$ cat src/hdl/bgms_map.svh
`ifndef BGMS_MAP_SVH
`define BGMS_MAP_SVH

// system clock period
`define BGMS_CLK_NS 50
// extra delay after the high-side gate has fallen
`define BGMS_DEAD_NS 50
`define BGMS_DEAD_CYC ((`BGMS_DEAD_NS + `BGMS_CLK_NS - 1) / `BGMS_CLK_NS)
// external sync acceptance window and ceiling
`define BGMS_SYNC_TOL_PCT 20
`define BGMS_SYNC_MAX_KHZ 2500
`define BGMS_CLK_KHZ (1000000 / `BGMS_CLK_NS)
`define BGMS_SYNC_MIN_CYC (`BGMS_CLK_KHZ / `BGMS_SYNC_MAX_KHZ)
// in-tolerance sync periods needed before lock
`define BGMS_LOCK_EDGES 2'h2
// missed cycles before sleep
`define BGMS_MISS_LIMIT 5'h10
// register map (byte addresses)
`define BGMS_CTRL_ADDR 12'h000
`define BGMS_STAT_ADDR 12'h004
`define BGMS_CTRL_RESET 32'h00000001
`define BGMS_CTRL_RUN_BIT 0
// strap decode codes from the comparator ladder
`define BGMS_STRAP_P_SS0_1PH 3'h0
`define BGMS_STRAP_P_SS1_1PH 3'h1
`define BGMS_STRAP_P_SS0_2PH 3'h2
`define BGMS_STRAP_P_SS1_2PH 3'h3
`define BGMS_STRAP_SECONDARY 3'h4

`endif

$ cat src/hdl/bgms_pkg.sv
package bgms_pkg;
	// gate interlock states, one-hot
	typedef enum logic [5:0] {
		BGMS_IDLE = 6'h01,
		BGMS_LO_WAIT = 6'h02,
		BGMS_HS_ON = 6'h04,
		BGMS_HO_WAIT = 6'h08,
		BGMS_DEAD = 6'h10,
		BGMS_LS_ON = 6'h20
	} bgms_gate_e;
	// width of the bundle of asynchronous inputs
	typedef logic [13:0] bgms_async_t;
endpackage

$ cat src/hdl/bgms_sequencer.sv
// Decided for this implementation: the address map and the APB register port.
`timescale 1ns/1ps
`include "bgms_map.svh"
// Summary of operation
// - never drive both gates together
// - low side waits for high gate low
// - high side waits for low gate low
// - latch strap when bias rises, hold
// - strap decodes five configurations
// - spread-spectrum primary ignores external sync
// - strap pin then enables EMI filter
// - secondary disables error amplifier output
// - dual phase forbids internal compensation
// - dual primary drives antiphase sync out
// - secondary times from primary sync
// - lock external sync after three edges, two good periods
// - pulse skipping stops sync clock output
// - re-enabled secondary restarts soft-start
// - sixteen missed cycles in emulation sleep
// - zero cross turns low side off, only in diode emulation
// - mode pin high emulates diode, low forces
// - soft-start forces diode emulation
// - accept sync within tolerance, below ceiling
// - valid sync replaces oscillator, min-off ignores
// - overtemperature shuts down, restarts with hysteresis
module bgms_sequencer #(
	parameter int PERIOD_CYC = 40,
	parameter int SS_CYC = 400
) (
	input wire logic clock,
	input wire logic reset,
	input wire logic bias_above_uvlo,
	input wire logic [2:0] strap_code,
	input wire logic config_strap_pin,
	input wire logic pulse_mode_sync_pin,
	input wire logic enable_pin,
	input wire logic pwm_demand,
	input wire logic high_gate_below_2v,
	input wire logic low_gate_below_2v,
	input wire logic zero_cross,
	input wire logic over_temp,
	input wire logic temp_recovered,
	input wire logic min_off_reached,
	input wire logic psel,
	input wire logic penable,
	input wire logic pwrite,
	input wire logic [11:0] paddr,
	input wire logic [31:0] pwdata,
	output logic pready,
	output logic [31:0] prdata,
	output logic pslverr,
	output logic high_side_gate_out,
	output logic low_side_gate_out,
	output logic power_good_sync_o,
	output logic power_good_sync_oe,
	output logic active_emi_filter_en,
	output logic error_amp_en,
	output logic comp_node_oe,
	output logic internal_comp_allow,
	output logic spread_en,
	output logic bias_reg_en,
	output logic sleep_state,
	output logic soft_start_discharge
);
	import bgms_pkg::*;

	localparam int SYNC_LO = PERIOD_CYC * (100 - `BGMS_SYNC_TOL_PCT) / 100;
	localparam int SYNC_HI = PERIOD_CYC * (100 + `BGMS_SYNC_TOL_PCT) / 100;
	localparam int DEAD_CYC = `BGMS_DEAD_CYC;

	// synchronised copies of every pin-level input
	bgms_async_t async_bus;
	bgms_async_t sync_bus;
	logic uvlo_s, strap_s, pms_s, en_s, dem_s, hol_s, lol_s;
	logic zc_s, ot_s, tr_s, mo_s;
	logic [2:0] code_s;

	assign async_bus = {bias_above_uvlo, strap_code, config_strap_pin,
		pulse_mode_sync_pin, enable_pin, pwm_demand, high_gate_below_2v,
		low_gate_below_2v, zero_cross, over_temp, temp_recovered,
		min_off_reached};
	bgms_sync #(.WIDTH(14)) u_sync (
		.clock(clock),
		.reset(reset),
		.async_in(async_bus),
		.sync_out(sync_bus)
	);
	assign {uvlo_s, code_s, strap_s, pms_s, en_s, dem_s, hol_s, lol_s,
		zc_s, ot_s, tr_s, mo_s} = sync_bus;

	// latched configuration
	logic cfg_latched_reg;
	logic [2:0] cfg_reg;
	logic is_secondary, is_dual, is_spread;

	// capture strap once, hold until bias drops
	always_ff @(posedge clock) begin
		if (reset) begin
			cfg_latched_reg <= 1'b0;
			cfg_reg <= `BGMS_STRAP_P_SS0_1PH;
		end else if (!uvlo_s) begin
			cfg_latched_reg <= 1'b0;
		end else if (!cfg_latched_reg) begin
			cfg_latched_reg <= 1'b1;
			// out-of-range codes fall back to plain single phase
			cfg_reg <= (code_s > `BGMS_STRAP_SECONDARY) ?
				`BGMS_STRAP_P_SS0_1PH : code_s;
		end
	end

	// decode of the five strap settings
	assign is_secondary = (cfg_reg == `BGMS_STRAP_SECONDARY);
	assign is_dual = is_secondary || (cfg_reg == `BGMS_STRAP_P_SS0_2PH)
		|| (cfg_reg == `BGMS_STRAP_P_SS1_2PH);
	assign is_spread = (cfg_reg == `BGMS_STRAP_P_SS1_1PH)
		|| (cfg_reg == `BGMS_STRAP_P_SS1_2PH);

	// software control register
	logic [31:0] ctrl_reg;
	logic sw_run;
	assign sw_run = ctrl_reg[`BGMS_CTRL_RUN_BIT];

	// external sync detection on the mode pin
	logic pms_d_reg;
	logic pms_rise;
	logic [7:0] per_cnt_reg;
	logic [1:0] lock_cnt_reg;
	logic ext_locked, per_ok, lock_full;
	assign pms_rise = pms_s && !pms_d_reg;
	assign lock_full = (lock_cnt_reg == `BGMS_LOCK_EDGES);
	// a spreading primary neither uses nor reports a lock
	assign ext_locked = lock_full && !is_spread;
	// period inside tolerance and not above the ceiling
	assign per_ok = (per_cnt_reg >= 8'(SYNC_LO))
		&& (per_cnt_reg <= 8'(SYNC_HI))
		&& (per_cnt_reg >= 8'(`BGMS_SYNC_MIN_CYC));

	// lock only after two good edges in a row
	always_ff @(posedge clock) begin
		if (reset) begin
			pms_d_reg <= 1'b0;
			per_cnt_reg <= 8'h00;
			lock_cnt_reg <= 2'h0;
		end else begin
			pms_d_reg <= pms_s;
			if (pms_rise) begin
				per_cnt_reg <= 8'h01;
				if (!per_ok)
					lock_cnt_reg <= 2'h0;
				else if (!lock_full)
					lock_cnt_reg <= lock_cnt_reg + 2'h1;
			end else begin
				if (per_cnt_reg != 8'hFF)
					per_cnt_reg <= per_cnt_reg + 8'h01;
				// a silent pin is a level again, lock lost
				if (per_cnt_reg > 8'(SYNC_HI))
					lock_cnt_reg <= 2'h0;
			end
		end
	end

	// switching cycle timing source
	logic [7:0] osc_cnt_reg;
	logic use_ext, cycle_start, osc_wrap;
	assign osc_wrap = (osc_cnt_reg == 8'(PERIOD_CYC - 1));
	assign use_ext = is_secondary ||
		(ext_locked && !is_spread && !mo_s);
	assign cycle_start = use_ext ? (pms_rise && ext_locked) : osc_wrap;

	// the counter also gives the phase of the sync output
	always_ff @(posedge clock) begin
		if (reset || cycle_start)
			osc_cnt_reg <= 8'h00;
		else if (!osc_wrap)
			osc_cnt_reg <= osc_cnt_reg + 8'h01;
	end

	// soft-start and thermal state
	logic [15:0] ss_cnt_reg;
	logic ss_active, therm_reg, en_d_reg, lat_d_reg, ss_restart;
	assign ss_active = (ss_cnt_reg != 16'h0000);

	// sticky overtemperature, set wins over recovery
	always_ff @(posedge clock) begin
		if (reset)
			therm_reg <= 1'b0;
		else if (ot_s)
			therm_reg <= 1'b1;
		else if (tr_s)
			therm_reg <= 1'b0;
	end

	assign ss_restart = (cfg_latched_reg && !lat_d_reg)
		|| (en_s && !en_d_reg) || therm_reg;
	always_ff @(posedge clock) begin
		if (reset) begin
			en_d_reg <= 1'b0;
			lat_d_reg <= 1'b0;
			ss_cnt_reg <= 16'h0000;
			soft_start_discharge <= 1'b0;
		end else begin
			en_d_reg <= en_s;
			lat_d_reg <= cfg_latched_reg;
			soft_start_discharge <= ss_restart;
			if (ss_restart)
				ss_cnt_reg <= 16'(SS_CYC);
			else if (ss_active)
				ss_cnt_reg <= ss_cnt_reg - 16'h0001;
		end
	end

	// conduction mode
	logic de_sel, de_active, run;
	// pin level selects the mode when not a clock
	assign de_sel = pms_s && !ext_locked && !is_secondary;
	// pre-bias start always emulates the diode
	assign de_active = de_sel || ss_active;
	assign run = cfg_latched_reg && en_s && sw_run && !therm_reg
		&& !sleep_state;

	// missed-cycle count and sleep
	logic [4:0] miss_reg;
	logic pulse_issued;
	assign pulse_issued = cycle_start && dem_s;

	// sleep after sixteen misses, wake on demand
	always_ff @(posedge clock) begin
		if (reset) begin
			miss_reg <= 5'h00;
			sleep_state <= 1'b0;
		end else if (pulse_issued || !de_sel) begin
			miss_reg <= 5'h00;
			sleep_state <= 1'b0;
		end else if (cycle_start) begin
			if (miss_reg != `BGMS_MISS_LIMIT)
				miss_reg <= miss_reg + 5'h01;
			// the sixteenth miss itself enters sleep, not the one after
			if (miss_reg == `BGMS_MISS_LIMIT - 5'h01)
				sleep_state <= 1'b1;
		end
	end

	// gate interlock state machine
	bgms_gate_e st_reg, st_next;
	logic [3:0] dead_reg;

	always_comb begin
		st_next = st_reg;
		unique case (st_reg)
			BGMS_IDLE: begin
				if (run && pulse_issued)
					st_next = BGMS_LO_WAIT;
			end
			BGMS_LO_WAIT: begin
				if (!run)
					st_next = BGMS_IDLE;
				else if (lol_s)
					st_next = BGMS_HS_ON;
			end
			BGMS_HS_ON: begin
				// current comparator or shutdown ends the on time
				if (!run || !dem_s)
					st_next = BGMS_HO_WAIT;
			end
			BGMS_HO_WAIT: begin
				if (hol_s)
					st_next = BGMS_DEAD;
			end
			BGMS_DEAD: begin
				if (dead_reg == 4'h0)
					st_next = run ? BGMS_LS_ON : BGMS_IDLE;
			end
			BGMS_LS_ON: begin
				// reverse current ends the low side
				if (!run || (de_active && zc_s))
					st_next = BGMS_IDLE;
				else if (pulse_issued)
					st_next = BGMS_LO_WAIT;
			end
		endcase
	end

	// gate outputs only from exclusive states
	always_ff @(posedge clock) begin
		if (reset) begin
			st_reg <= BGMS_IDLE;
			dead_reg <= 4'h0;
			high_side_gate_out <= 1'b0;
			low_side_gate_out <= 1'b0;
		end else begin
			st_reg <= st_next;
			if (st_next == BGMS_DEAD && st_reg != BGMS_DEAD)
				dead_reg <= 4'(DEAD_CYC - 1);
			else if (dead_reg != 4'h0)
				dead_reg <= dead_reg - 4'h1;
			high_side_gate_out <= (st_next == BGMS_HS_ON);
			low_side_gate_out <= (st_next == BGMS_LS_ON);
		end
	end

	// configuration-driven outputs and power-good/sync pin
	logic sync_phase;
	assign sync_phase = (osc_cnt_reg >= 8'(PERIOD_CYC / 2));
	always_ff @(posedge clock) begin
		if (reset) begin
			power_good_sync_o <= 1'b0;
			power_good_sync_oe <= 1'b1;
			active_emi_filter_en <= 1'b0;
			error_amp_en <= 1'b0;
			comp_node_oe <= 1'b0;
			internal_comp_allow <= 1'b0;
			spread_en <= 1'b0;
			bias_reg_en <= 1'b0;
		end else begin
			// strap pin becomes the filter enable
			active_emi_filter_en <= cfg_latched_reg && strap_s;
			error_amp_en <= cfg_latched_reg && !is_secondary;
			comp_node_oe <= cfg_latched_reg && !is_secondary;
			// only the shared external node in dual phase
			internal_comp_allow <= cfg_latched_reg && !is_dual;
			spread_en <= cfg_latched_reg && is_spread;
			bias_reg_en <= !therm_reg;
			if (therm_reg || !cfg_latched_reg) begin
				power_good_sync_o <= 1'b0;
				power_good_sync_oe <= 1'b1;
			end else if (is_dual && !is_secondary) begin
				power_good_sync_o <= sync_phase;
				power_good_sync_oe <= !de_active;
			end else begin
				// open drain: release once regulation is reached
				power_good_sync_o <= 1'b0;
				power_good_sync_oe <= ss_active || !en_s;
			end
		end
	end

	// apb slave, one wait state, registered answer
	logic apb_acc, ctrl_hit, stat_hit;
	logic [31:0] stat_word;
	assign apb_acc = psel && penable && !pready;
	assign ctrl_hit = (paddr == `BGMS_CTRL_ADDR);
	assign stat_hit = (paddr == `BGMS_STAT_ADDR);
	assign stat_word = {18'h00000, st_reg, ss_active, therm_reg,
		sleep_state, ext_locked, cfg_latched_reg, cfg_reg};

	always_ff @(posedge clock) begin
		if (reset) begin
			pready <= 1'b0;
			prdata <= 32'h00000000;
			pslverr <= 1'b0;
			ctrl_reg <= `BGMS_CTRL_RESET;
		end else begin
			pready <= apb_acc;
			pslverr <= apb_acc && !ctrl_hit && !stat_hit;
			prdata <= 32'h00000000;
			if (apb_acc && pwrite && ctrl_hit)
				ctrl_reg <= {31'h00000000, pwdata[`BGMS_CTRL_RUN_BIT]};
			if (apb_acc && !pwrite && ctrl_hit)
				prdata <= ctrl_reg;
			if (apb_acc && !pwrite && stat_hit)
				prdata <= stat_word;
		end
	end
endmodule

$ cat src/hdl/bgms_sync.sv
`timescale 1ns/1ps
// two-flop synchroniser for a bundle of levels
module bgms_sync #(
	parameter int WIDTH = 1
) (
	input wire logic clock,
	input wire logic reset,
	input wire logic [WIDTH-1:0] async_in,
	output logic [WIDTH-1:0] sync_out
);
	// first stage is read only by the second stage
	logic [WIDTH-1:0] meta_reg;

	always_ff @(posedge clock) begin
		if (reset) begin
			meta_reg <= '0;
			sync_out <= '0;
		end else begin
			meta_reg <= async_in;
			sync_out <= meta_reg;
		end
	end
endmodule

$ cat config.mk
export PLATFORM = sky130hd
export DESIGN_NAME = bgms_sequencer
export DESIGN_NICKNAME = d
export VERILOG_FILES = /design/src/hdl/bgms_pkg.sv /design/src/hdl/bgms_sequencer.sv /design/src/hdl/bgms_sync.sv
export VERILOG_INCLUDE_DIRS = /design/src /design/src/hdl
export SDC_FILE = /design/constraint.sdc
export NUM_CORES = 1
export LEC_CHECK = 0
export BUFFER_PORTS_ARGS = -buffer_cell sky130_fd_sc_hd__buf_4
export CORE_ASPECT_RATIO = 0.9
export CORE_MARGIN = 2
export CORE_UTILIZATION = 35
export CTS_CLUSTER_SIZE = 16
export DETAILED_ROUTE_END_ITERATION = 6
export SLEW_MARGIN = 10
export SYNTH_ARGS = -nofsm -noshare
export SYNTH_HDL_FRONTEND = slang
export SYNTH_SLANG_ARGS = --single-unit
$ cat constraint.sdc
create_clock -name clock -period 4.6 [get_ports clock]
set_clock_uncertainty 0.2 [all_clocks]
set_input_delay 0.92 -clock clock [delete_from_list [all_inputs] [get_ports clock]]
set_output_delay 0.92 -clock clock [all_outputs]
set_load 0.01 [all_outputs]
Yosys cells after proc, flatten, opt, wreduce, memory -nomap -nowiden
Index checks and enable logic that the tools add are counted.
{"block": "word_totals", "register_bits": 113, "in_bits": 63}
{"block": "op_classes", "n_addsub": 6, "magnitude_cmp": 6, "n_eq_ne": 21, "mux": 26, "bitwise": 2, "n_reduce_logical": 84}
{"op": "$mux 6", "count": 9}
{"op": "$pmux 6 s6", "count": 1}
{"op": "$logic_and 1x1->1", "count": 33}
{"op": "$logic_not 1->1", "count": 20}
{"op": "$mux 9", "count": 2}
{"op": "$add 8x1->8 const B", "count": 2}
{"op": "$reduce_bool 16->1", "count": 1}
{"op": "$sub 16x1->16 const B", "count": 1}
{"op": "$mux 14", "count": 1}
{"op": "$logic_or 1x1->1", "count": 13}
{"op": "$eq 12x3->1 const B", "count": 1}
{"op": "$eq 6x3->1 const B", "count": 2}
{"op": "$eq 6x5->1 const B", "count": 2}
{"op": "$eq 6x6->1 const B", "count": 2}
{"op": "$logic_not 12->1", "count": 1}
{"op": "$reduce_or 2->1", "count": 5}
{"op": "$eq 8x6->1 const B", "count": 1}
{"op": "$ge 8x4->1 const B", "count": 1}
{"op": "$ge 8x5->1 const B", "count": 1}
{"op": "$ge 8x6->1 const B", "count": 1}
{"op": "$gt 8x6->1 const B", "count": 1}
{"op": "$le 8x6->1 const B", "count": 1}
{"op": "$mux 1", "count": 8}
{"op": "$mux 2", "count": 4}
{"op": "other kinds (23)", "count": 31}

Logic depth before layout (Yosys ltp)
Gate-level depths: netlist (run 1).
{"block": "depth", "depth_word": 15, "depth_mapped": 10, "depth_no_buf": 9}

Hierarchy
Synthesis (run 1) repeated with hierarchy kept, for this count alone.
{"block": "hier_totals", "hier_cells": 499, "area_unflattened_um2": 4693.3}
{"module": "bgms_sequencer", "instances": 1, "cells_per_inst": 441, "area_each_um2": 3915.0, "seq_area_each_um2": 1701.6}
{"module": "bgms_sync", "instances": 1, "cells_per_inst": 58, "area_each_um2": 778.2, "seq_area_each_um2": 560.5}

Least setup slack after synthesis (run 1)
OpenSTA, ideal clock, no wires.
{"block": "synth_path", "path_type": "flip-flop to flip-flop", "from": "reg osc_cnt_reg[0]", "to": "reg miss_reg[2]", "t_arrival_ns": 2.099, "required_ns": 4.309, "slack_ns": 2.210, "path_stages_with_launch": 10, "path_buffers": 2, "cell_sequence": "dfxtp_1 -> ha_1 -> nand2_1 -> nand4bb_1 -> clkbuf_1 -> nor3_1 -> o21a_1 -> or4_1 -> clkbuf_1 -> a311oi_1"}
{"block": "synth_between", "elab_chain_len": 5}
{"item": "start, declared", "line": "bgms_sequencer.sv:163", "text": "logic [7:0] osc_cnt_reg;"}
{"item": "start signal, assigned", "line": "bgms_sequencer.sv:175", "text": "osc_cnt_reg <= osc_cnt_reg + 8'h01;"}
{"item": "$eq 8x6->1 (*)", "line": "bgms_sequencer.sv:165", "text": "assign osc_wrap = (osc_cnt_reg == 8'(PERIOD_CYC - 1));"}
{"item": "$mux 1 (*)", "line": "bgms_sequencer.sv:168", "text": "assign cycle_start = use_ext ? (pms_rise && ext_locked) : osc_wrap;"}
{"item": "$logic_and 1x1->1", "line": "bgms_sequencer.sv:224", "text": "assign pulse_issued = cycle_start && dem_s;"}
{"item": "$logic_or 1x1->1", "line": "bgms_sequencer.sv:231", "text": "end else if (pulse_issued || !de_sel) begin"}
{"item": "$reduce_or 2->1 (no source line)"}
{"item": "end signal, assigned", "line": "bgms_sequencer.sv:236", "text": "miss_reg <= miss_reg + 5'h01;"}
{"item": "end, declared", "line": "bgms_sequencer.sv:222", "text": "logic [4:0] miss_reg;"}
Mark *: on every way between the ends. The rest lies on a longest branch, timed or not.
A chain may end at the register's enable or synchronous reset.

Final worst setup path (run 1)
{"block": "layout_path", "from": "reg ss_cnt_reg[0]", "to": "reg low_side_gate_out"}
{"block": "layout_between", "elab_chain_len": 7}
{"item": "start, declared", "line": "bgms_sequencer.sv:179", "text": "logic [15:0] ss_cnt_reg;"}
{"item": "start signal, assigned", "line": "bgms_sequencer.sv:206", "text": "ss_cnt_reg <= 16'(SS_CYC);"}
{"item": "start signal, assigned", "line": "bgms_sequencer.sv:208", "text": "ss_cnt_reg <= ss_cnt_reg - 16'h0001;"}
{"item": "$reduce_bool 16->1", "line": "bgms_sequencer.sv:181", "text": "assign ss_active = (ss_cnt_reg != 16'h0000);"}
{"item": "$logic_or 1x1->1", "line": "bgms_sequencer.sv:217", "text": "assign de_active = de_sel || ss_active;"}
{"item": "$logic_and 1x1->1", "line": "bgms_sequencer.sv:275", "text": "if (!run || (de_active && zc_s))"}
{"item": "$logic_or 1x1->1", "line": "bgms_sequencer.sv:275"}
{"item": "$mux 6", "line": "bgms_sequencer.sv:275"}
{"item": "$pmux 6 s6", "line": "bgms_sequencer.sv:249", "text": "unique case (st_reg)"}
{"item": "$eq 6x6->1", "line": "bgms_sequencer.sv:297", "text": "low_side_gate_out <= (st_next == BGMS_LS_ON);"}
{"item": "end signal, assigned", "line": "bgms_sequencer.sv:297"}
{"item": "end, declared", "line": "bgms_sequencer.sv:53", "text": "output logic low_side_gate_out,"}
No other way between the ends.

==> flow_metrics.py, run 1 <==
metrics = {
    "routing": {
        "drc": 0,
        "avgRoutedWirePerCell_um": 12.2,
        "num_vias": 3541,
        "avgViaCountPerCell": 4.75,
        "drt_iter0_markers": 260,
        "routed_wl_um": 9140,
        "drt_pass1_iterations": 4,
        "ant_nets": 0,
    },
    "synthesis": {
        "synth_seq_area_share_pct": 48.7,
        "syn_avg_cell_area_sq_um": 9.09,
        "yosys.area.top_type_share_pct": 48.7,
        "ys_ff_latch": 113,
        "yosys.cell_types.count": 56,
        "syn-cell-area_sq_um": 4640,
        "syn_inst": 511,
        "yosysWarnings": 0,
        "synth_edf_count": 0,
        "synth.most_common_cell": "dfxtp_1",
        "synthTopCellsByCount": "dfxtp_1 (113), nor2_1 (68), nor2b_1 (35)",
        "yosysTopAreaCell": "dfxtp_1",
        "synth_area_leaders": "dfxtp_1 (49%), nor2_1 (5.5%), nor2b_1 (4.7%)",
        "synthFlopType": "dfxtp_1",
        "synthArstFlopShare_pct": 0,
    },
    "power_and_ir_drop": {
        "peakVddDrop_mv": 0.320,
        "fin_total_pwr_w": 0.00312,
        "powerDensity_nw_per_um2": 539,
        "p_leak_nw": 2.34,
    },
    "grt": {
        "grt_pass1_wl_um": 15700,
        "use_met3_pct": 3.92,
        "antenna_found_initial": 0,
        "met1_usage_pct": 17.7,
        "gr-usage-all-layers_pct": 13.6,
        "grt.overflow.total": 0,
        "grt_pass1_vias": 3372,
        "grt_max_degree": 59,
        "met2_usage_pct": 21.3,
        "top_usage_layer": "met2",
    },
    "timing": {
        "fmax_mhz": 356,
        "rsz0062_at_grt": "false",
        "final_max_slew_viol_count": 0,
        "max_slew_margin_pct": 48.8,
        "post-route-min-period_ps": 2810,
        "hold_ws_ps": 227,
        "period_share_pct": 61.1,
        "tightestPinTransition_ps": 767,
        "setup_tns_ps": 0,
        "setup_viol": 0,
        "hold_viol": 0,
        "fin_ws_ps": 1790,
    },
    "setup_path": {
        "arrival_ps": 2880,
        "required_ps": 4670,
        "cp_max_fo": 12,
        "cp-end-kind": "flop",
        "startpoint_type": "flop",
        "critPathKind": "reg -> reg",
    },
    "cts": {
        "clk_pin_slew_worst_paths_ps": 50,
        "cts_num_sinks": 113,
        "numCtsBuffers": 17,
        "cts_resized": 0,
        "cts_tree": "done",
        "clk_latency_ps": 400,
        "cts.htree.levels": 4,
        "clock_path_buffers": 2,
        "cts_root_buf": "clkbuf_16",
        "cts_setup_buffers": 0,
        "cts_hold_buffers": 0,
    },
    "placed_design": {
        "place.gp.congestion": 0.799,
        "dpl.hpwl_um": 6580,
        "dp_slack_ps": 1780,
        "io_buffers": 59,
    },
    "die": {
        "dieArea_sq_um": 14200,
        "initial_utilization_pct": 36.2,
        "ios": 109,
        "die_h_um": 113,
        "design.core.area_sq_um": 12800,
        "dieWidth_um": 125,
        "placementRows": 39,
    },
    "cells_and_area": {
        "fin_nets": 643,
        "area_growth_pct": 24.7,
        "largest_reg_flops": 16,
        "diodes": 0,
        "layout-drive-gt1-share_pct": 17.4,
    },
    "run": {
        "cap_violations": 0,
    },
    "hold_path": {
        "hp-class": "reg -> reg",
    },
    "status": {
        "status": "completed",
    },
}
layer usage:
metal,part of all wire (%),vias to the layer above
met2,46,65
met1,49,1645
met3,4.4,4
li1,-,1827
met5,0,-
met4,0.80,0
report_power, final:
group	internal [W]	total [W]	leakage, nW	switching [W]
combinational	0.000259	0.000559	1.12	0.000300
sequential	0.00108	0.00116	0.922	0.0000808
clock	0.000961	0.00140	0.296	0.000444
total	0.00230	0.00312	2.34	0.000825
cells in the final DEF, fill, tap and decap left out, types with 5 or more instances in the layout:
cell type | synthesis | final
clkinvlp_4 | 0 | 5
xor2_1 | 9 | 9
or3_1 | 6 | 6
and2_1 | 5 | 5
bufinv_16 | 0 | 5
nor4_1 | 11 | 11
nor3b_1 | 5 | 5
inv_1 | 20 | 20
clkbuf_16 | 0 | 17
nor3_1 | 16 | 16
a21oi_1 | 31 | 31
nor2_1 | 68 | 68
buf_4 | 19 | 60
ha_1 | 11 | 11
conb_1 | 1 | 18
dfxtp_1 | 113 | 113
nand3_1 | 18 | 18
nor2b_1 | 35 | 35
nand2b_1 | 11 | 11
o21ai_0 | 8 | 8
and3_1 | 15 | 15
xnor2_1 | 16 | 16
nand2_1 | 19 | 19
final timing paths:
check        cells past startpoint          startpoint                   end  slack, ps
min                              1  u_sync.sync_out[9]  active_emi_filter_en        230
max                              9       ss_cnt_reg[0]     low_side_gate_out       1790
max reg2reg                      9       ss_cnt_reg[0]     low_side_gate_out       1790
min reg2reg                      1  u_sync.sync_out[9]  active_emi_filter_en        230
through the flow:
step / cell area, sq um / utilization [%] / instances
floorplan: 4710 / - / 528
global placement: 5150 / 40.1 / 714
detailed placement: 5150 / 40.1 / 714
CTS: 5790 / 45.1 / 746
global route: 5790 / 45.1 / 746
finish: 5790 / 45.1 / 746
area by class of cell:
class | count | area [sq um]
clock buffers | 19 | 433
clock inverters | 13 | 210
fillers | 1218 | 7040
inverters | 20 | 75.1
multi-input cells | 357 | 2160
flip-flops and latches | 113 | 2260
well taps | 164 | 205
repair buffers | 60 | 450
logic make-up (layout without fill, tap and decap cells):
logic type,Yosys count,after routing,synth area share (%)
xor+xnor,25,25,4.71
mux,4,4,0.862
buf+inv,58,112,6.22
other cells,1,18,0.0807
simple gates,234,234,27.5
fa+ha+maj,11,11,2.96
compound gates,65,65,8.97
flops,113,113,48.7
worst max-delay path, cell delays in order (launching register included):
cell	delay, ps
dfxtp_1	330
inv_1	80
ha_1	140
nor4b_1	470
nand4b_4	300
o21bai_4	290
a211oi_2	260
nor2_1	80
o311ai_1	420
nor3b_1	100
Note: power is estimated with default switching activity, not from simulation.
==> run 2, diff against run 1 <==
--- a/config.mk
+++ b/config.mk
@@ -6,6 +6,7 @@
 export SDC_FILE = /design/constraint.sdc
 export NUM_CORES = 1
 export LEC_CHECK = 0
+export ABC_AREA = 1
 export BUFFER_PORTS_ARGS = -buffer_cell sky130_fd_sc_hd__buf_4
 export CORE_ASPECT_RATIO = 0.9
 export CORE_MARGIN = 2
==> constraint.sdc (replaced) <==
create_clock -name clock -period 2.7 [get_ports clock]
set_clock_uncertainty 0.2 [all_clocks]
set_input_delay 0.54 -clock clock [delete_from_list [all_inputs] [get_ports clock]]
set_output_delay 0.54 -clock clock [all_outputs]
set_load 0.01 [all_outputs]
==> run 2 against run 1 <==
Sequential power up 67%. Largest cell class unchanged. Clock power up 63%. Via count up 14%. Critical endpoint is now per_cnt_reg[3].
==> flow_metrics.py, run 2 <==
metrics = {
    "setup_path": {
        "critPathKind": "reg -> reg",
        "startpoint_type": "flop",
        "arrival_ps": 2100,
        "cp-end-kind": "flop",
        "required_ps": 2850,
        "cp_max_fo": 6,
    },
    "timing": {
        "post-route-min-period_ps": 1950,
        "setup_tns_ps": 0,
        "hold_viol": 0,
        "tightestPinTransition_ps": 589,
        "final_max_slew_viol_count": 0,
        "period_share_pct": 72.4,
        "setup_viol": 0,
        "hold_ws_ps": 124,
        "max_slew_margin_pct": 60.7,
        "fmax_mhz": 512,
        "rsz0062_at_grt": "false",
        "fin_ws_ps": 746,
    },
    "cells_and_area": {
        "fin_nets": 787,
        "diodes": 0,
        "layout-drive-gt1-share_pct": 20.1,
        "fill_cells": 1403,
        "instances_no_fill": 919,
        "largest_reg_flops": 16,
        "layout_commonest_cell": "dfxtp_1",
        "layout_common_cells": "dfxtp_1 (113), nor2_1 (112), inv_1 (104)",
        "area_growth_pct": 23.9,
    },
    "die": {
        "design.core.area_sq_um": 14000,
        "dieWidth_um": 130,
        "initial_utilization_pct": 35.7,
        "die_h_um": 117,
        "ios": 109,
        "dieArea_sq_um": 15200,
        "placementRows": 41,
    },
    "grt": {
        "grt.overflow.total": 0,
        "grt_max_degree": 40,
        "grt_pass1_vias": 3837,
        "antenna_found_initial": 0,
        "gr-usage-all-layers_pct": 14.7,
        "grt_pass1_wl_um": 17200,
    },
    "synthesis": {
        "synthSimpleGateAreaFrac_pct": 28.9,
        "ys_ff_latch": 113,
        "syn-cell-area_sq_um": 4990,
        "synth_seq_area_share_pct": 45.4,
        "synthTopCellsByCount": "dfxtp_1 (113), nor2_1 (112), inv_1 (104)",
        "synth.area.mux_share_pct": 0,
        "syn_inst": 644,
        "yosysWarnings": 0,
        "synthXorXnorAreaFrac_pct": 2.28,
        "synthFlopType": "dfxtp_1",
        "synthAdderAreaFrac_pct": 2.76,
        "synthArstFlopShare_pct": 0,
        "synth_edf_count": 0,
        "yosys.area.top_type_share_pct": 45.4,
        "yosys.cell_types.count": 44,
        "synth_area_leaders": "dfxtp_1 (45%), nor2_1 (8.4%), inv_1 (7.8%)",
        "synth.most_common_cell": "dfxtp_1",
        "yosysTopAreaCell": "dfxtp_1",
        "synth_top_family_by_area": "simple AND/OR/NAND/NOR gates",
        "synth_compound_area_share_pct": 8.50,
        "syn_avg_cell_area_sq_um": 7.74,
    },
    "cts": {
        "cts_setup_buffers": 0,
        "cts_root_buf": "clkbuf_16",
        "cts.htree.levels": 4,
        "cts_resized": 0,
        "cts_tree": "done",
        "numCtsBuffers": 17,
        "cts_num_sinks": 113,
        "clk_pin_slew_worst_paths_ps": 50,
        "cts_hold_buffers": 0,
        "clock_path_buffers": 2,
        "clk_latency_ps": 420,
    },
    "power_and_ir_drop": {
        "peakVddDrop_mv": 0.431,
        "powerDensity_nw_per_um2": 860,
        "p_leak_nw": 2.79,
    },
    "routing": {
        "drt_pass1_iterations": 6,
        "drc": 0,
        "drt_iter0_markers": 193,
        "avgViaCountPerCell": 4.41,
        "routed_wl_um": 10300,
        "ant_nets": 0,
        "num_vias": 4052,
        "avgRoutedWirePerCell_um": 11.2,
    },
    "placed_design": {
        "dpl.hpwl_um": 7620,
        "dp_cells": 887,
        "place.gp.congestion": 0.897,
        "io_buffers": 59,
        "dp_slack_ps": 378,
    },
    "hold_path": {
        "hp-class": "in -> reg",
    },
    "run": {
        "cap_violations": 0,
    },
    "status": {
        "status": "completed",
    },
}
-- run 2: changes by cell type after synthesis, sizes merged, moves of 12 or more --
cell and change:
and3 -13, clkbuf -14, inv +91, nand2 +75
nand3 +15, nor2 +57, nor2b -35, o21ai +13
xnor2 -12
-- run 2: report_power, final --
| group | internal [W] | total [W] | switching [W] |
|---|---|---|---|
| Combinational | 0.000409 | 0.00109 | 0.000681 |
| Sequential | 0.00181 | 0.00194 | 0.000132 |
| Clock | 0.00146 | 0.00228 | 0.000816 |
-- run 2: logic make-up after synthesis --
| logic type | Yosys count |
|---|---|
| AND/OR/NAND/NOR | 295 |
| buffers and inverters | 139 |
| flip-flops | 113 |
| AO/OA/AOI/OAI | 72 |
| XOR/XNOR | 13 |
| adder cells (fa/ha/maj) | 11 |
| other | 1 |
-- run 2: worst paths after layout --
check                                     endpoint  cells after the start                 from  slack (ps)
worst max-delay path                per_cnt_reg[3]                      9       per_cnt_reg[0]         750
worst min-delay path            u_sync.meta_reg[8]                      3  pulse_mode_sync_pin         120
worst max register to register      per_cnt_reg[3]                      9       per_cnt_reg[0]         750
worst min register to register  u_sync.sync_out[1]                      2   u_sync.meta_reg[1]         200
-- run 2: metal layers --
metal	part of all wire [%]	wire (um)	GRT usage (%)	vias up
met4	2.2	223	7.89	0
li1	-	-	-	2131
met3	5.4	555	4.86	21
met2	44	4540	23.1	103
met1	48	4950	17.9	1797
met5	0	0	0	-
-- run 2: critical path, stage by stage (launching register included) --
cell     delay, ps
dfxtp_1        410
ha_1           210
nand3_1        140
nor2_1         190
inv_1          110
nor3_4         220
inv_1          110
nand4_1        100
o21ai_0         80
a21oi_1        130
-- run 2: through the flow --
step | util (%) | total power [W] | cell area (sq um)
after global routing | 44.3 | 0.00564 | 6180
after CTS | 44.3 | 0.00537 | 6180
final | 44.3 | 0.00531 | 6180
after detailed placement | 39.9 | 0.00305 | 5560
after floorplan | - | 0.00284 | 5050
after global placement | 39.9 | 0.00304 | 5560
-- run 2: cell type report --
type	instances	area, sq um	share of cell area, %
Multi-Input combinational cell	409	2190	35.4
Sequential cell	113	2260	36.6
Clock buffer	18	429	6.95
Inverter	111	417	6.74
Timing Repair Buffer	61	458	7.41
Tap cell	193	241	3.91
Clock inverter	14	184	2.98
==> run 3, diff against run 2 <==
==> constraint.sdc (replaced) <==
create_clock -name clock -period 1.6 [get_ports clock]
set_clock_uncertainty 0.2 [all_clocks]
set_input_delay 0.32 -clock clock [delete_from_list [all_inputs] [get_ports clock]]
set_output_delay 0.32 -clock clock [all_outputs]
set_load 0.01 [all_outputs]
==> run 3 against run 2 <==
The flow now finishes with violations (negative setup slack). Hold slack got worse by 89 ps. Final cell count grew 15%. Total power grew 110%. First-iteration DRC count is 17% lower. Non-clock buffer count is 136 higher. Setup slack got worse by 870 ps. Critical path type unchanged.
==> flow_metrics.py, run 3 (same netlist as run 2, synthesis figures left out) <==
metrics = {
    "status": {
        "status": "finished with violations",
        "violations": "negative setup slack",
    },
    "die": {
        "placementRows": 41,
        "dieWidth_um": 130,
        "design.core.area_sq_um": 14000,
        "die_h_um": 117,
        "ios": 109,
        "dieArea_sq_um": 15200,
        "initial_utilization_pct": 35.7,
    },
    "placed_design": {
        "io_buffers": 59,
        "dpl.hpwl_um": 8700,
        "dp_cells": 984,
        "place.gp.congestion": 0.889,
        "dp_slack_ps": -250,
        "place_area_sq_um": 6350,
    },
    "cts": {
        "cts_num_sinks": 113,
        "cts_tree": "done",
        "clock_path_buffers": 2,
        "clk_latency_ps": 420,
        "numCtsBuffers": 17,
        "cts_root_buf": "clkbuf_16",
        "cts.htree.levels": 4,
        "clk_pin_slew_worst_paths_ps": 50,
    },
    "timing": {
        "hold_viol": 0,
        "setup_viol": 20,
        "final_max_slew_viol_count": 0,
        "period_share_pct": 108,
        "rsz0062_at_grt": "true",
        "fmax_mhz": 580,
        "post-route-min-period_ps": 1730,
        "fin_ws_ps": -125,
        "setup_tns_ps": -1110,
    },
    "cells_and_area": {
        "fin_nets": 924,
        "layout_commonest_cell": "buf_4",
        "postLayoutCellArea_sq_um": 7980,
        "diodes": 0,
        "fin_util_pct": 57.2,
        "largest_reg_flops": 16,
        "layout-drive-gt1-share_pct": 46.2,
        "layout_common_cells": "buf_4 (166), dfxtp_1 (88), inv_1 (87), nor2_1 (87), nand2_1 (63)",
        "area_growth_pct": 60.0,
        "fill_cells": 1237,
        "instances_no_fill": 1056,
    },
    "setup_path": {
        "cp_max_fo": 5,
        "arrival_ps": 1880,
        "critPathKind": "reg -> reg",
        "startpoint_type": "flop",
        "r2r_slack_ps": -130,
        "required_ps": 1750,
        "cp-end-kind": "flop",
    },
    "run": {
        "cap_violations": 0,
    },
    "grt": {
        "antenna_found_initial": 0,
        "grt_pass1_vias": 4656,
        "gr-usage-all-layers_pct": 17.1,
        "grt.overflow.total": 0,
        "grt_pass1_wl_um": 20400,
        "grt_max_degree": 41,
    },
    "routing": {
        "ant_nets": 0,
        "num_vias": 4725,
        "drc": 0,
        "avgViaCountPerCell": 4.47,
        "avgRoutedWirePerCell_um": 12.9,
        "drt_pass1_iterations": 5,
        "drt_iter0_markers": 160,
        "routed_wl_um": 13600,
    },
    "power_and_ir_drop": {
        "peakVddDrop_mv": 0.984,
        "p_leak_nw": 3.54,
        "powerDensity_nw_per_um2": 1400,
    },
    "hold_path": {
        "hp-class": "in -> reg",
    },
}
[run 3: layout make-up]
| type | count | area [sq um] | area share [%] |
|---|---|---|---|
| Inverter | 111 | 422 | 5.28 |
| Clock inverter | 14 | 141 | 1.77 |
| Tap cell | 193 | 241 | 3.03 |
| Multi-Input combinational cell | 410 | 2850 | 35.8 |
| Clock buffer | 18 | 429 | 5.38 |
| Timing Repair Buffer | 197 | 1590 | 19.9 |
| Sequential cell | 113 | 2300 | 28.9 |
[run 3: where the power goes]
group          total (W)  leakage [nW]  internal [W]  switching [W]
Sequential       0.00329         0.932       0.00308       0.000208
Clock            0.00361         0.272       0.00228        0.00133
Combinational    0.00425          2.33       0.00198        0.00227
Total             0.0111          3.54       0.00733        0.00381
[run 3: final timing paths]
kind | from | endpoint | depth (start not counted)
min reg2reg | u_sync.meta_reg[2] | u_sync.sync_out[2] | 2
max | therm_reg | low_side_gate_out | 9
max reg2reg | therm_reg | low_side_gate_out | 9
min | reset | per_cnt_reg[5] | 4
[run 3: repair_timing]
action                                 CTS  global route
setup endpoints to repair               46            46
cloned                                   1             1
endpoints found under the hold margin   19             0
setup buffers                           11            11
hold buffers                            17             0
resized for setup                       55           145
pin swaps                               32            62
[run 3: stage by stage]
step           power, W  hold WS [ps]
3_5_place_dp    0.00595           196
2_1_floorplan   0.00480           188
4_1_cts         0.00993          65.3
5_1_grt          0.0118          37.1
3_3_place_gp    0.00593           191
6_report         0.0111          34.6
[run 3: layer usage]
layer	share of wire (%)	track usage, %
met5	0	0
met1	42	19.6
met4	2.1	7.74
met2	52	30.0
met3	3.9	4.77
[run 3: critical path, stage by stage, from the launching register on]
cell	delay, ps
dfxtp_1	380
nor2_4	160
nand4_4	100
nor2_4	160
nand3_4	140
nand3_2	130
nand2_2	70
nor2_4	120
nand3_2	80
nor2_2	90
